<file path="src/hw/sbrx_defines.svh">
// Register offsets, field positions, reset values and timing constants.
`ifndef SBRX_DEFINES_SVH
`define SBRX_DEFINES_SVH

// CPU-side register byte addresses
`define SBRX_ADDR_W 16
`define SBRX_ADDR_CMD 16'hf8f0
`define SBRX_ADDR_UAR_LOW 16'hf8f1
`define SBRX_ADDR_UAR_HIGH 16'hf8f2
`define SBRX_ADDR_RBF 16'hf8f4
`define SBRX_ADDR_MCNT 16'hf8f5
`define SBRX_ADDR_SCNT 16'hf8f6
`define SBRX_ADDR_RC 16'hf8f8
`define SBRX_ADDR_SRC_LOW 16'hf8f9
`define SBRX_ADDR_SRC_HIGH 16'hf8fa

// Reset values
`define SBRX_RC_TX_RESET 3'h4
`define SBRX_REC_RESET 4'hf
`define SBRX_CNT_RESET 8'h00
`define SBRX_REG_RESET 8'h00
`define SBRX_READ_ZERO 8'h00

// Command register fields
`define SBRX_CMD_SOFT_RESET_REQUEST_BIT 0
`define SBRX_CMD_OPTION_ERROR_REPORT_ENABLE_BIT 1

// Own address low / conditions register fields
`define SBRX_UAR_ADDR_MSB 7
`define SBRX_UAR_ADDR_LSB 4
`define SBRX_UAR_SLTX_BIT 2
`define SBRX_UAR_MODE_MSB 1
`define SBRX_UAR_MODE_LSB 0

// Reception code encodings: {kind, event}
`define SBRX_KIND_BITS_MASTER 2'h0
`define SBRX_KIND_BITS_SLAVE 2'h1
`define SBRX_KIND_BITS_MULTI 2'h2
`define SBRX_EV_BITS_START 2'h0
`define SBRX_EV_BITS_FULL 2'h1
`define SBRX_EV_BITS_DONE 2'h2
`define SBRX_EV_BITS_ABORT 2'h3
`define SBRX_REC_MCAST_ERR 4'hc

// Index of the last frame header byte; header is 3 bytes
`define SBRX_HDR_LAST 2'h2

// Timing: buffer-read limits in microseconds, clock in MHz
`define SBRX_CLK_MHZ 250
`define SBRX_LIMIT_M0_US 1570
`define SBRX_LIMIT_M1_US 390
`define SBRX_LIMIT_M2_US 280
`define SBRX_LIMIT_W 20

// Receive buffer geometry
`define SBRX_FIFO_DEPTH 16
`define SBRX_BYTE_W 8

`endif

</file>
<file path="src/hw/sbrx_pkg.sv">
// Types shared by the reception status block.
package sbrx_pkg;
`include "sbrx_defines.svh"

    typedef enum logic [1:0] {
        SBRX_KIND_MASTER,
        SBRX_KIND_SLAVE,
        SBRX_KIND_MULTI
    } sbrx_kind_e;

    typedef enum logic [1:0] {
        SBRX_ST_IDLE,
        SBRX_ST_HEADER,
        SBRX_ST_DATA
    } sbrx_state_e;

    typedef logic [3:0] sbrx_code_t;

    // Kind field of a reception code
    function automatic logic [1:0] sbrx_kind_bits(input sbrx_kind_e k);
        case (k)
            SBRX_KIND_MASTER: sbrx_kind_bits = `SBRX_KIND_BITS_MASTER;
            SBRX_KIND_SLAVE: sbrx_kind_bits = `SBRX_KIND_BITS_SLAVE;
            SBRX_KIND_MULTI: sbrx_kind_bits = `SBRX_KIND_BITS_MULTI;
            default: sbrx_kind_bits = `SBRX_KIND_BITS_MASTER;
        endcase
    endfunction : sbrx_kind_bits
endpackage : sbrx_pkg

</file>
<file path="src/hw/sbrx_fifo.sv">
// Receive buffer FIFO with valid/ready on both sides.
`timescale 1ns/1ns
module sbrx_fifo #(
    parameter int WIDTH = 8,
    parameter int DEPTH = 16,
    localparam int AW = $clog2(DEPTH)
) (
    input wire logic clock_in,
    input wire logic rst_b_in,
    input wire logic flush_in,
    input wire logic in_valid_in,
    input wire logic [WIDTH-1:0] in_data_in,
    output logic in_ready_out,
    output logic out_valid_out,
    output logic [WIDTH-1:0] out_data_out,
    input wire logic out_ready_in,
    output logic [AW:0] count_out
);
    logic [WIDTH-1:0] mem [DEPTH];
    logic [AW-1:0] wr_ptr;
    logic [AW-1:0] rd_ptr;
    logic [AW:0] count;
    logic push;
    logic pop;

    // Handshakes; full and empty come from the fill count
    assign in_ready_out = (count != (AW+1)'(DEPTH));
    assign out_valid_out = (count != '0);
    assign out_data_out = mem[rd_ptr];
    assign count_out = count;
    assign push = in_valid_in && in_ready_out;
    assign pop = out_valid_out && out_ready_in;

    // Storage has no reset; only the pointers matter
    always_ff @(posedge clock_in)
    begin
        if (push)
        begin
            mem[wr_ptr] <= in_data_in;
        end
    end

    // Write pointer, wraps for any depth
    always_ff @(posedge clock_in)
    begin
        if (!rst_b_in || flush_in)
            wr_ptr <= '0;
        else if (push)
            wr_ptr <= (wr_ptr == AW'(DEPTH-1)) ? '0 : wr_ptr + 1'b1;
    end

    // Read pointer
    always_ff @(posedge clock_in)
    begin
        if (!rst_b_in || flush_in)
            rd_ptr <= '0;
        else if (pop)
            rd_ptr <= (rd_ptr == AW'(DEPTH-1)) ? '0 : rd_ptr + 1'b1;
    end

    // Fill count
    always_ff @(posedge clock_in)
    begin
        if (!rst_b_in || flush_in)
            count <= '0;
        else if (push && !pop)
            count <= count + 1'b1;
        else if (pop && !push)
            count <= count - 1'b1;
    end
endmodule : sbrx_fifo

</file>
<file path="src/hw/sbrx_limit_timer.sv">
// One-shot timer that flags a missed buffer read.
`timescale 1ns/1ns
module sbrx_limit_timer #(
    parameter int W = 20
) (
    input wire logic clock_in,
    input wire logic rst_b_in,
    input wire logic arm_in,
    input wire logic disarm_in,
    input wire logic [W-1:0] limit_in,
    output logic expired_out
);
    logic running;
    logic [W-1:0] cnt;
    logic hit;

    // Limit is counted in whole cycles from the arming edge
    assign hit = running && (cnt + 1'b1 >= limit_in);

    // Run flag; disarm beats a late expiry
    always_ff @(posedge clock_in)
    begin
        if (!rst_b_in || disarm_in)
            running <= 1'b0;
        else if (arm_in)
            running <= 1'b1;
        else if (hit)
            running <= 1'b0;
    end

    // Cycle counter
    always_ff @(posedge clock_in)
    begin
        if (!rst_b_in || arm_in)
            cnt <= '0;
        else if (running)
            cnt <= cnt + 1'b1;
    end

    // One-cycle expiry pulse
    always_ff @(posedge clock_in)
    begin
        if (!rst_b_in || disarm_in || arm_in)
            expired_out <= 1'b0;
        else
            expired_out <= hit;
    end
endmodule : sbrx_limit_timer

</file>
<file path="src/hw/sbrx_rx_status.sv">
// Reception return codes, receive buffer and own address registers.
`timescale 1ns/1ns
`include "sbrx_defines.svh"

// Overview of operation
// - Master start: code 0000, header in buffer
// - Master buffer full: code 0001, NAK late
// - Master complete: code 0010, count in register
// - Master aborted: code 0011, partial data kept
// - Slave start: code 0100, header in buffer
// - Slave buffer full: code 0101, NAK late
// - Slave complete: code 0110, slave count kept
// - Slave aborted: code 0111, partial data kept
// - Multicast start: code 1000, header in buffer
// - Multicast buffer full: code 1001, NAK late
// - Multicast complete: code 1010, slave count kept
// - Multicast aborted: code 1011, partial data kept
// - Multicast error: code 1100, capture source address
// - Error code only with report enable set
// - Own address: high register plus low nibble
// - Mode and slave transmit from low register
// - Address registers written bytewise, cleared on any reset
// - Byte counts readable, cleared on any reset
// - Return code reads 4fh after any reset
module sbrx_rx_status #(
    parameter int FIFO_DEPTH = `SBRX_FIFO_DEPTH,
    parameter int unsigned LIMIT_M0_CYC =
        `SBRX_LIMIT_M0_US * `SBRX_CLK_MHZ,
    parameter int unsigned LIMIT_M1_CYC =
        `SBRX_LIMIT_M1_US * `SBRX_CLK_MHZ,
    parameter int unsigned LIMIT_M2_CYC =
        `SBRX_LIMIT_M2_US * `SBRX_CLK_MHZ,
    localparam int AW = $clog2(FIFO_DEPTH)
) (
    input wire logic clock_in,
    input wire logic rst_b_in,
    input wire logic [`SBRX_ADDR_W-1:0] cpu_addr_in,
    input wire logic cpu_wr_in,
    input wire logic cpu_rd_in,
    input wire logic [7:0] cpu_wdata_in,
    output logic [7:0] cpu_rdata_out,
    input wire logic link_start_in,
    input wire sbrx_pkg::sbrx_kind_e link_kind_in,
    input wire logic link_byte_valid_in,
    input wire logic [7:0] link_byte_in,
    output logic link_byte_ready_out,
    input wire logic link_end_in,
    input wire logic link_complete_in,
    input wire logic link_mcast_err_in,
    input wire logic [11:0] link_mcast_src_in,
    output logic link_nak_out,
    output logic [11:0] own_addr_out,
    output logic [1:0] tx_mode_out,
    output logic slave_tx_enable_out,
    output logic rc_changed_out
);
    import sbrx_pkg::*;

    logic sw_reset;
    logic clr;
    logic wr_cmd;
    logic wr_uar_low;
    logic wr_uar_high;
    logic rd_rbf;
    logic report_en;
    logic [7:0] uar_low;
    logic [7:0] uar_high;
    sbrx_state_e st;
    sbrx_state_e next_st;
    sbrx_kind_e kind;
    logic [1:0] hdr_cnt;
    logic [7:0] byte_cnt;
    logic [7:0] next_byte_cnt;
    logic nak;
    logic next_nak;
    logic [3:0] rec;
    logic rc_set;
    sbrx_code_t rc_val;
    logic [7:0] master_cnt;
    logic [7:0] slave_cnt;
    logic [7:0] src_low;
    logic [7:0] src_high;
    logic push;
    logic pop;
    logic fifo_in_ready;
    logic fifo_out_valid;
    logic [7:0] fifo_out_data;
    logic [AW:0] fill;
    logic [AW:0] next_fill;
    logic full_hit;
    logic mcast_err;
    logic expired;
    logic [`SBRX_LIMIT_W-1:0] limit;

    // Register strobes; a soft reset clears at the next edge
    assign sw_reset = cpu_wr_in && (cpu_addr_in == `SBRX_ADDR_CMD)
        && cpu_wdata_in[`SBRX_CMD_SOFT_RESET_REQUEST_BIT];
    assign clr = !rst_b_in || sw_reset;
    assign wr_cmd = cpu_wr_in && (cpu_addr_in == `SBRX_ADDR_CMD);
    assign wr_uar_low = cpu_wr_in && (cpu_addr_in == `SBRX_ADDR_UAR_LOW);
    assign wr_uar_high = cpu_wr_in && (cpu_addr_in == `SBRX_ADDR_UAR_HIGH);
    assign rd_rbf = cpu_rd_in && (cpu_addr_in == `SBRX_ADDR_RBF);

    // Bytes enter only while a frame is open and ready was shown; reads pop at any time
    assign push = link_byte_valid_in && link_byte_ready_out
        && fifo_in_ready && (st != SBRX_ST_IDLE);
    assign pop = rd_rbf && fifo_out_valid;
    assign mcast_err = link_mcast_err_in && report_en;

    // Fill level after this edge, used to keep ready registered
    always_comb
    begin
        next_fill = fill;
        if (push && !pop)
            next_fill = fill + 1'b1;
        else if (pop && !push)
            next_fill = fill - 1'b1;
    end

    // Buffer just became full during an open frame
    assign full_hit = (st != SBRX_ST_IDLE)
        && (next_fill == (AW+1)'(FIFO_DEPTH))
        && (fill != (AW+1)'(FIFO_DEPTH));

    // Software reset bit self-clears; report enable reloads on every command write
    always_ff @(posedge clock_in)
    begin
        if (!rst_b_in)
            report_en <= 1'b0;
        else if (wr_cmd)
            report_en <= cpu_wdata_in[`SBRX_CMD_OPTION_ERROR_REPORT_ENABLE_BIT];
    end

    // Own address registers: plain byte writes
    always_ff @(posedge clock_in)
    begin
        if (clr)
        begin
            uar_low <= `SBRX_REG_RESET;
            uar_high <= `SBRX_REG_RESET;
        end
        else
        begin
            if (wr_uar_low)
                uar_low <= cpu_wdata_in;
            if (wr_uar_high)
                uar_high <= cpu_wdata_in;
        end
    end

    // Address and conditions straight from the registers
    assign own_addr_out = {uar_high,
        uar_low[`SBRX_UAR_ADDR_MSB:`SBRX_UAR_ADDR_LSB]};
    assign tx_mode_out =
        uar_low[`SBRX_UAR_MODE_MSB:`SBRX_UAR_MODE_LSB];
    assign slave_tx_enable_out = uar_low[`SBRX_UAR_SLTX_BIT];

    // Frame sequencing: header bytes first, then data
    always_comb
    begin
        next_st = st;
        case (st)
            SBRX_ST_IDLE:
                if (link_start_in)
                    next_st = SBRX_ST_HEADER;
            SBRX_ST_HEADER:
                if (link_start_in)
                    next_st = SBRX_ST_HEADER;
                else if (link_end_in || mcast_err)
                    next_st = SBRX_ST_IDLE;
                else if (push && hdr_cnt == `SBRX_HDR_LAST)
                    next_st = SBRX_ST_DATA;
            SBRX_ST_DATA:
                if (link_start_in)
                    next_st = SBRX_ST_HEADER;
                else if (link_end_in || mcast_err)
                    next_st = SBRX_ST_IDLE;
            default:
                next_st = SBRX_ST_IDLE;
        endcase
    end

    always_ff @(posedge clock_in)
    begin
        if (clr)
            st <= SBRX_ST_IDLE;
        else
            st <= next_st;
    end

    // Frame kind and header position
    always_ff @(posedge clock_in)
    begin
        if (clr)
        begin
            kind <= SBRX_KIND_MASTER;
            hdr_cnt <= 2'h0;
        end
        else if (link_start_in)
        begin
            kind <= link_kind_in;
            hdr_cnt <= 2'h0;
        end
        else if (push && st == SBRX_ST_HEADER)
            hdr_cnt <= hdr_cnt + 2'h1;
    end

    // Data byte count, header excluded, saturating
    always_comb
    begin
        next_byte_cnt = byte_cnt;
        if (push && st == SBRX_ST_DATA && byte_cnt != 8'hff)
            next_byte_cnt = byte_cnt + 8'h01;
    end

    always_ff @(posedge clock_in)
    begin
        if (clr || link_start_in)
            byte_cnt <= `SBRX_CNT_RESET;
        else
            byte_cnt <= next_byte_cnt;
    end

    // Missed-read limit chosen by transmission mode
    always_comb
    begin
        case (tx_mode_out)
            2'h0: limit = `SBRX_LIMIT_W'(LIMIT_M0_CYC);
            2'h1: limit = `SBRX_LIMIT_W'(LIMIT_M1_CYC);
            default: limit = `SBRX_LIMIT_W'(LIMIT_M2_CYC);
        endcase
    end

    // A read of the buffer stops the countdown
    sbrx_limit_timer #(
        .W(`SBRX_LIMIT_W)
    ) u_timer (
        .clock_in(clock_in),
        .rst_b_in(rst_b_in),
        .arm_in(full_hit),
        .disarm_in(clr || pop || link_start_in || link_end_in),
        .limit_in(limit),
        .expired_out(expired)
    );

    // Refusal holds to the end of the frame once the read is late
    always_comb
    begin
        next_nak = nak;
        if (clr || link_start_in || link_end_in || mcast_err)
            next_nak = 1'b0;
        else if (expired)
            next_nak = 1'b1;
    end

    always_ff @(posedge clock_in)
    begin
        if (clr)
            nak <= 1'b0;
        else
            nak <= next_nak;
    end

    // Registered ready sees the fill level of the next cycle
    always_ff @(posedge clock_in)
    begin
        if (clr)
        begin
            link_byte_ready_out <= 1'b0;
            link_nak_out <= 1'b0;
        end
        else
        begin
            link_byte_ready_out <= (next_st != SBRX_ST_IDLE) && !next_nak
                && (next_fill < (AW+1)'(FIFO_DEPTH));
            link_nak_out <= next_nak;
        end
    end

    // Receive buffer; header and data share it
    sbrx_fifo #(
        .WIDTH(`SBRX_BYTE_W),
        .DEPTH(FIFO_DEPTH)
    ) u_fifo (
        .clock_in(clock_in),
        .rst_b_in(rst_b_in),
        .flush_in(sw_reset),
        .in_valid_in(push),
        .in_data_in(link_byte_in),
        .in_ready_out(fifo_in_ready),
        .out_valid_out(fifo_out_valid),
        .out_data_out(fifo_out_data),
        .out_ready_in(rd_rbf),
        .count_out(fill)
    );

    // Code selection; error beats end, end beats full, full beats start
    always_comb
    begin
        rc_set = 1'b1;
        rc_val = `SBRX_REC_RESET;
        if (mcast_err)
            rc_val = `SBRX_REC_MCAST_ERR;
        else if (link_end_in && st != SBRX_ST_IDLE && link_complete_in)
            rc_val = {sbrx_kind_bits(kind),
                `SBRX_EV_BITS_DONE};
        else if (link_end_in && st != SBRX_ST_IDLE)
            rc_val = {sbrx_kind_bits(kind),
                `SBRX_EV_BITS_ABORT};
        else if (full_hit)
            rc_val = {sbrx_kind_bits(kind),
                `SBRX_EV_BITS_FULL};
        else if (link_start_in)
            rc_val = {sbrx_kind_bits(link_kind_in),
                `SBRX_EV_BITS_START};
        else
            rc_set = 1'b0;
    end

    // Return code and its change pulse
    always_ff @(posedge clock_in)
    begin
        if (clr)
        begin
            rec <= `SBRX_REC_RESET;
            rc_changed_out <= 1'b0;
        end
        else
        begin
            if (rc_set)
                rec <= rc_val;
            rc_changed_out <= rc_set;
        end
    end

    // Byte counts latched when the frame ends
    always_ff @(posedge clock_in)
    begin
        if (clr)
        begin
            master_cnt <= `SBRX_CNT_RESET;
            slave_cnt <= `SBRX_CNT_RESET;
        end
        else if (link_end_in && st != SBRX_ST_IDLE && !mcast_err)
        begin
            if (kind == SBRX_KIND_MASTER)
                master_cnt <= next_byte_cnt;
            else
                slave_cnt <= next_byte_cnt;
        end
    end

    // Source of a failed multicast, overwritten by each new reported error
    always_ff @(posedge clock_in)
    begin
        if (clr)
        begin
            src_low <= `SBRX_REG_RESET;
            src_high <= `SBRX_REG_RESET;
        end
        else if (mcast_err)
        begin
            src_high <= link_mcast_src_in[11:4];
            src_low <= {link_mcast_src_in[3:0], 4'h0};
        end
    end

    // Read data one cycle after the strobe; unmapped reads zero
    always_ff @(posedge clock_in)
    begin
        if (!rst_b_in || !cpu_rd_in)
            cpu_rdata_out <= `SBRX_READ_ZERO;
        else
        begin
            case (cpu_addr_in)
                `SBRX_ADDR_RC:
                    cpu_rdata_out <= {1'b0, `SBRX_RC_TX_RESET, rec};
                `SBRX_ADDR_CMD:
                    cpu_rdata_out <= {6'h00, report_en, 1'b0};
                `SBRX_ADDR_RBF:
                    cpu_rdata_out <= fifo_out_valid ? fifo_out_data
                        : `SBRX_READ_ZERO;
                `SBRX_ADDR_MCNT:
                    cpu_rdata_out <= master_cnt;
                `SBRX_ADDR_SCNT:
                    cpu_rdata_out <= slave_cnt;
                `SBRX_ADDR_SRC_LOW:
                    cpu_rdata_out <= src_low;
                `SBRX_ADDR_SRC_HIGH:
                    cpu_rdata_out <= src_high;
                default:
                    cpu_rdata_out <= `SBRX_READ_ZERO;
            endcase
        end
    end
endmodule : sbrx_rx_status

</file>
<file path="config.mk">
export PLATFORM = sky130hd
export DESIGN_NAME = sbrx_rx_status
export DESIGN_NICKNAME = d
export VERILOG_FILES = /design/src/hw/sbrx_pkg.sv /design/src/hw/sbrx_fifo.sv /design/src/hw/sbrx_limit_timer.sv /design/src/hw/sbrx_rx_status.sv
export VERILOG_INCLUDE_DIRS = /design/src /design/src/hw
export SDC_FILE = /design/constraint.sdc
export NUM_CORES = 1
export LEC_CHECK = 0
export BUFFER_PORTS_ARGS = -buffer_cell sky130_fd_sc_hd__clkbuf_2
export CAP_MARGIN = 20
export CORE_ASPECT_RATIO = 0.5
export CORE_MARGIN = 2
export CORE_UTILIZATION = 50
export CTS_CLUSTER_DIAMETER = 80
export DETAILED_ROUTE_END_ITERATION = 8
export HOLD_SLACK_MARGIN = 0.1
export PLACE_DENSITY = 0.77
export SYNTH_ARGS = -nofsm -noshare
export SYNTH_HDL_FRONTEND = slang
export SYNTH_SLANG_ARGS = --single-unit
</file>
<file path="constraint.sdc">
create_clock -name clock_in -period 3.3 [get_ports clock_in]
set_clock_uncertainty 0.05 [all_clocks]
set_input_delay 0.165 -clock clock_in [delete_from_list [all_inputs] [get_ports clock_in]]
set_output_delay 0.165 -clock clock_in [all_outputs]
set_load 0.03 [all_outputs]
</file>
==> results of run 1 <==
## placed cells by master, fill, tap and decap left out, drive strengths merged, types with 13 or more instances in the layout
cell type / count
edfxtp: 128
clkbuf: 113
dfxtp: 112
nor2: 103
nand2: 80
a21oi: 55
dlygate4sd3: 35
mux4: 32
nand3: 29
xor2: 28
a211oi: 28
mux2i: 27
ha: 25
xnor2: 23
buf: 21
nand4: 18
nor2b: 15
inv: 14
o21ai: 14
nor3: 13
## layer usage
metal  up-vias  global-route usage
li1       3500                   -
met1      3631              0.2790
met2       247              0.3731
met3        42             0.03720
met4         0             0.05572
met5         -                   0
## through the flow
stage | std cells | hold slack, ps
finish | 1290 | 171.7
global route | 1290 | 204.0
CTS | 1290 | 162.6
detailed placement | 1215 | 352.4
global placement | 1215 | 349.7
floorplan | 889 | 193.5
## kinds of logic after synthesis
| kind of cell | after synthesis |
|---|---|
| simple gates | 310 |
| fa+ha+maj | 25 |
| buf+inv | 62 |
| xor+xnor | 51 |
| mux | 60 |
| flops | 240 |
| compound gates | 141 |
## final timing paths
path,from,endpoint,cells past startpoint
setup / recovery,u_timer.cnt[2]$_SDFFE_PP0P_,u_timer.running$_SDFFE_PP0P_,12
hold / removal,cpu_wr_in,report_en$_SDFFE_PN0P_,5
setup reg to reg,u_timer.cnt[2]$_SDFFE_PP0P_,u_timer.running$_SDFFE_PP0P_,12
hold reg to reg,src_high[6]$_SDFFE_PP0P_,src_high[6]$_SDFFE_PP0P_,2
## where the power goes
part,switching [mW],total [mW],leakage [nW],internal (mW)
Sequential,0.0169,3.18,2.06,3.16
Combinational,0.134,0.233,1.92,0.0989
Clock,1.08,2.39,0.330,1.31
Total,1.23,5.79,4.31,4.57
## registers in the layout (all words and copies together) (netlist names), 2 cells and up, named ones only
name	cells
st	2
byte_cnt	8
src_low	4
rec	4
src_high	8
slave_cnt	8
cpu_rdata_out	8
u_fifo.wr_ptr	4
u_timer.cnt	20
master_cnt	8
uar_low	7
uar_high	8
u_fifo.mem	128
kind	2
u_fifo.count_out	5
hdr_cnt	2
u_fifo.rd_ptr	4
## layout make-up
type | instances | area (um^2)
well taps | 273 | 341.6
clock buffers | 33 | 621.8
inverters | 14 | 52.55
repair buffers | 136 | 908.4
multi-input cells | 587 | 4219
clock inverters | 7 | 45.04
fillers | 1604 | 8372
flip-flops and latches | 240 | 6087
## tightest hold or removal path, delay by kind of cell
kind / cells / cell delay (ps)
buffers and inverters: 1 / 90
AND/OR/NAND/NOR: 3 / 360
multiplexers: 1 / 70
==> impl_metrics.json, run 1 <==
{
  "outcome": "completed",
  "synth_top_family_by_area": "simple AND/OR/NAND/NOR gates",
  "hold_buffers": 35,
  "fmax_mhz": 337.6,
  "yosys_most_used_dff": "edfxtp_1",
  "grt_max_degree": 67,
  "syn_area_per_cell_um2": 11.88,
  "synth_seq_cells": 240,
  "vdd_ir_drop_max_uv": 363.6,
  "relSlewSlack": 0.4066,
  "synth-edff-count": 128,
  "ys_seq_area_frac": 0.5760,
  "crit_top_cell": "nand3_1",
  "critPathArrivalTime_ps": 3280,
  "power.density_nw_per_um2": 472.1,
  "cp_num_buf_inv": 0,
  "syn_nets": 969,
  "vias_per_cell": 5.752,
  "initial_utilization": 0.5117,
  "yosys.area_share.adder": 0.02961,
  "rsz0062_at_grt": "false",
  "cp_max_fo": 8,
  "post_dp_cell_area_um2": 11260,
  "root_buffer": "clkbuf_16",
  "antenna_cells": 0,
  "fin_area_um2": 12280,
  "drt-total-wl_um": 24230,
  "clock_latency_ps": 520,
  "top_layer_used": "met4",
  "final.setup.tns_ps": 0,
  "num_rows": 37,
  "critPathRequiredTime_ps": 3620,
  "synth-simple-area-share": 0.1452,
  "synth_cell_type_count": 67,
  "synth.top_cell.area_share": 0.3638,
  "netlist_instances": 889,
  "cts-htree-levels": 1,
  "finish.utilization": 0.5945,
  "cts_made_buffers": 22,
  "muxShareOfSynthArea": 0.09486,
  "ys_async_sr_fraction": 0,
  "antenna_found_initial": 0,
  "synthTopCellsByArea": "edfxtp_1 (36%), dfxtp_1 (21%), mux4_2 (6.8%)",
  "port_buffers": 80,
  "rrSetupSlack_ps": 340,
  "wl_met2_um": 11930,
  "drc": 0,
  "dieArea_um2": 22380,
  "total_power_mw": 5.795,
  "grt_pass1_wl_um": 37440,
  "fin_crit_sh": 0.8977,
  "drtIter0Drc": 668,
  "clockBufferDepth": 3,
  "final_antenna_net_count": 0,
  "synth_compound_area_frac": 0.08562,
  "hp-class": "input port to flop",
  "setup-violations-final": 0,
  "end_kind": "flop",
  "met3RoutedLength_um": 1381,
  "timing.final.ws_setup_ps": 337.5,
  "critPathLaunchType": "flop",
  "cp_top_family": "simple AND/OR/NAND/NOR gates",
  "grt_pass1_vias": 7111,
  "synth_top_area_cell": "edfxtp_1",
  "synth_xor_area_frac": 0.04299,
  "tritoncts": "done",
  "dr.pass1.iters": 5,
  "worst_pin_slew_ps": 886.9,
  "grt_overflow": 0,
  "cts_resized": 0,
  "maxCapViolations": 0,
  "clock-sinks": 240,
  "synth.top_cells.by_count": "edfxtp_1 (128), dfxtp_1 (112), nor2_1 (102)",
  "cp_cell_sequence": "nand4_1, nor3_1, nand3_1, xnor2_1, ha_1, o21a_1, o22ai_1, a31o_2, o21ai_0, o2111ai_1, nand3_1, a21boi_0",
  "die_h_um": 106.8,
  "vias": 7420,
  "yosysMostFrequentCell": "edfxtp_1",
  "wire_per_inst_um": 18.79,
  "drive_above_1_share": 0.1799,
  "criticalPathCategory": "flop to flop",
  "yosys_warnings": 0,
  "nets": 1081,
  "post-cts-setup-buffers": 0,
  "hold_violations": 0,
  "drv_slew": 0,
  "boundaryPins": 81,
  "synth.cell_area_um2": 10570,
  "cellLeakagePower_nw": 4.311,
  "die_width_um": 209.6,
  "area_growth_pct": 16.19,
  "critPathSlowestCell": "nor3_1",
  "min_period_ps": 2962,
  "track_usage": 0.2135,
  "dp_hpwl_um": 16040,
  "slowest_delay_ps": 500,
  "gp_congestion": 0.8739,
  "place_ws_ps": 374.6,
  "core_area_um2": 20650,
  "wl_met1_um": 10440,
  "clk_pin_slew_ps": 60
}
Power figures use the tool's default switching activity.
==> run 2: changes to the inputs <==
CTS_CLUSTER_SIZE = 40   (was not set)
PLACE_DENSITY = 0.68   (was 0.77)
==> impl_metrics.json, run 2 (synthesized netlist as in run 1, its figures left out) <==
{
  "hp-class": "input port to flop",
  "crit_top_cell": "inv_1",
  "vias_per_cell": 5.597,
  "rrSetupSlack_ps": 400,
  "dr.pass1.iters": 5,
  "grt_pass1_wl_um": 36670,
  "cts_made_buffers": 10,
  "largest-register": "u_fifo.mem",
  "hold_violations": 0,
  "area_growth_pct": 13.15,
  "die_width_um": 209.6,
  "drt-total-wl_um": 23210,
  "critPathRequiredTime_ps": 3380,
  "power.density_nw_per_um2": 416.3,
  "min_period_ps": 2903,
  "setup-violations-final": 0,
  "cp_cell_sequence": "inv_1, ha_1, nor4bb_1, or2_1, inv_1, nand2_1, nor2_1",
  "place_ws_ps": 420.9,
  "final_cell_mix": "edfxtp_1 (128), dfxtp_1 (111), nor2_1 (102)",
  "maxCapViolations": 0,
  "multi_input_area_um2": 4219,
  "reg2reg_depth": 7,
  "final_common_cell": "edfxtp_1",
  "critPathSlowestCell": "nor2_1",
  "relSlewSlack": 0.4383,
  "post_dp_cell_area_um2": 11300,
  "post-cts-setup-buffers": 0,
  "top_layer_used": "met4",
  "dp_hpwl_um": 15770,
  "antenna_cells": 0,
  "fin_crit_sh": 0.8798,
  "outcome": "completed",
  "port_buffers": 80,
  "num-fill-cells": 1662,
  "tritoncts": "done",
  "drive_above_1_share": 0.1700,
  "nets": 1070,
  "fin_area_um2": 11950,
  "timing.final.ws_setup_ps": 396.5,
  "met3RoutedLength_um": 997,
  "power_frac_comb": 0.046,
  "clock-sinks": 240,
  "r2r_end": "u_fifo.mem[8][3]$_DFFE_PP_",
  "end_kind": "flop",
  "antenna_found_initial": 0,
  "hold_path_depth": 1,
  "drv_slew": 0,
  "vias": 7091,
  "final_antenna_net_count": 0,
  "critPathLaunchType": "flop",
  "seqCellArea_um2": 6087,
  "critPathArrivalTime_ps": 2990,
  "cp_max_fo": 11,
  "rr_startpoint": "u_fifo.count_out[0]$_SDFFE_PP0P_",
  "clk_pin_slew_ps": 140,
  "drtIter0Drc": 542,
  "grt_overflow": 0,
  "seqPwrFrac": 0.638,
  "wl_met1_um": 10260,
  "worst_pin_slew_ps": 839.4,
  "core_area_um2": 20650,
  "hp-start": "link_byte_in[5]",
  "fmax_mhz": 344.4,
  "clock_latency_ps": 490,
  "grt_max_degree": 67,
  "criticalPathCategory": "flop to flop",
  "holdPathEnd": "u_fifo.mem[12][5]$_DFFE_PP_",
  "largest_reg_flops": 128,
  "cts-htree-levels": 1,
  "rsz0062_at_grt": "false",
  "p_clk_frac": 0.315,
  "root_buffer": "clkbuf_16",
  "clockBufferDepth": 3,
  "dieArea_um2": 22380,
  "netSwitchingFraction": 0.2166,
  "wire_per_inst_um": 18.32,
  "num_rows": 37,
  "switchingPower_mw": 1.078,
  "vdd_ir_drop_max_uv": 349.5,
  "die_h_um": 106.8,
  "slowest_delay_ps": 640,
  "grt_pass1_vias": 6952,
  "internal_power_mw": 3.899,
  "largest_registers": "u_fifo.mem x128, u_timer.cnt x20",
  "drc": 0,
  "initial_utilization": 0.5117,
  "cellLeakagePower_nw": 4.150,
  "boundaryPins": 81,
  "track_usage": 0.2101,
  "wl_met2_um": 11540,
  "gp_congestion": 0.8985,
  "final.setup.tns_ps": 0
}
## run 2: cell types whose count changed in the layout (fill, tap and decap cells not counted), sizes merged
cell	change
clkbuf	-20
clkinv	-4
buf	+4
dlygate4sd3	-3
## run 2: what timing repair did
item,in CTS,in global routing
endpoints found under the hold margin,120,0
resized for setup,0,0
hold buffers,32,0
endpoints found under the setup margin,0,0
## run 2: worst max path at each step
stage / slack (ps) / end / startpoint / cells past startpoint
5_1_grt: 170 / u_timer.running$_SDFFE_PP0P_ / u_timer.cnt[1]$_SDFFE_PP0P_ / 12
3_3_place_gp: 500 / u_timer.running$_SDFFE_PP0P_ / u_timer.cnt[0]$_SDFFE_PP0P_ / 13
4_1_cts: 390 / u_timer.running$_SDFFE_PP0P_ / u_timer.cnt[2]$_SDFFE_PP0P_ / 10
2_1_floorplan: 410 / u_timer.running$_SDFFE_PP0P_ / u_timer.cnt[0]$_SDFFE_PP0P_ / 13
3_5_place_dp: 420 / u_timer.running$_SDFFE_PP0P_ / u_timer.cnt[2]$_SDFFE_PP0P_ / 10
6_report: 400 / u_fifo.mem[8][3]$_DFFE_PP_ / u_fifo.count_out[0]$_SDFFE_PP0P_ / 7
## run 2: cell type report
| cell class | count | area share |
|---|---|---|
| clock inverters | 3 | 0.004187 |
| inverters | 14 | 0.004396 |
| well taps | 273 | 0.02857 |
| clock buffers | 13 | 0.02365 |
| multi-input cells | 587 | 0.3529 |
| repair buffers | 137 | 0.07704 |
| flip-flops and latches | 240 | 0.5092 |
## run 2: power by group through the flow
stage / logic, mW / registers [mW] / clock network (mW)
after floorplan: 0.108 / 3.24 / 0
after global placement: 0.194 / 3.24 / 0
after detailed placement: 0.200 / 3.24 / 0
after CTS: 0.231 / 3.18 / 1.62
after global routing: 0.253 / 3.18 / 1.71
final: 0.231 / 3.18 / 1.57
## run 2: per-layer routing
metal | global-route usage | vias to the layer above
met5 | 0 | -
li1 | - | 3456
met3 | 0.03193 | 30
met4 | 0.04357 | 0
met1 | 0.2832 | 3459
met2 | 0.3657 | 146
## run 2: through the flow
step	hold WS, ps	utilization	total power [mW]	cells
6_report	114.0	0.5790	4.977	1267
5_1_grt	101.7	0.5790	5.140	1267
4_1_cts	101.3	0.5790	5.026	1267
3_5_place_dp	351.4	0.5473	3.443	1219
3_3_place_gp	343.0	0.5473	3.435	1219
2_1_floorplan	193.5	-	3.347	889
## run 2: critical path, delay by kind of cell (launching register included)
kind	cells	cell delay, ps
simple gates	4	1290
buf+inv	2	490
flops	1	480
fa+ha+maj	1	230
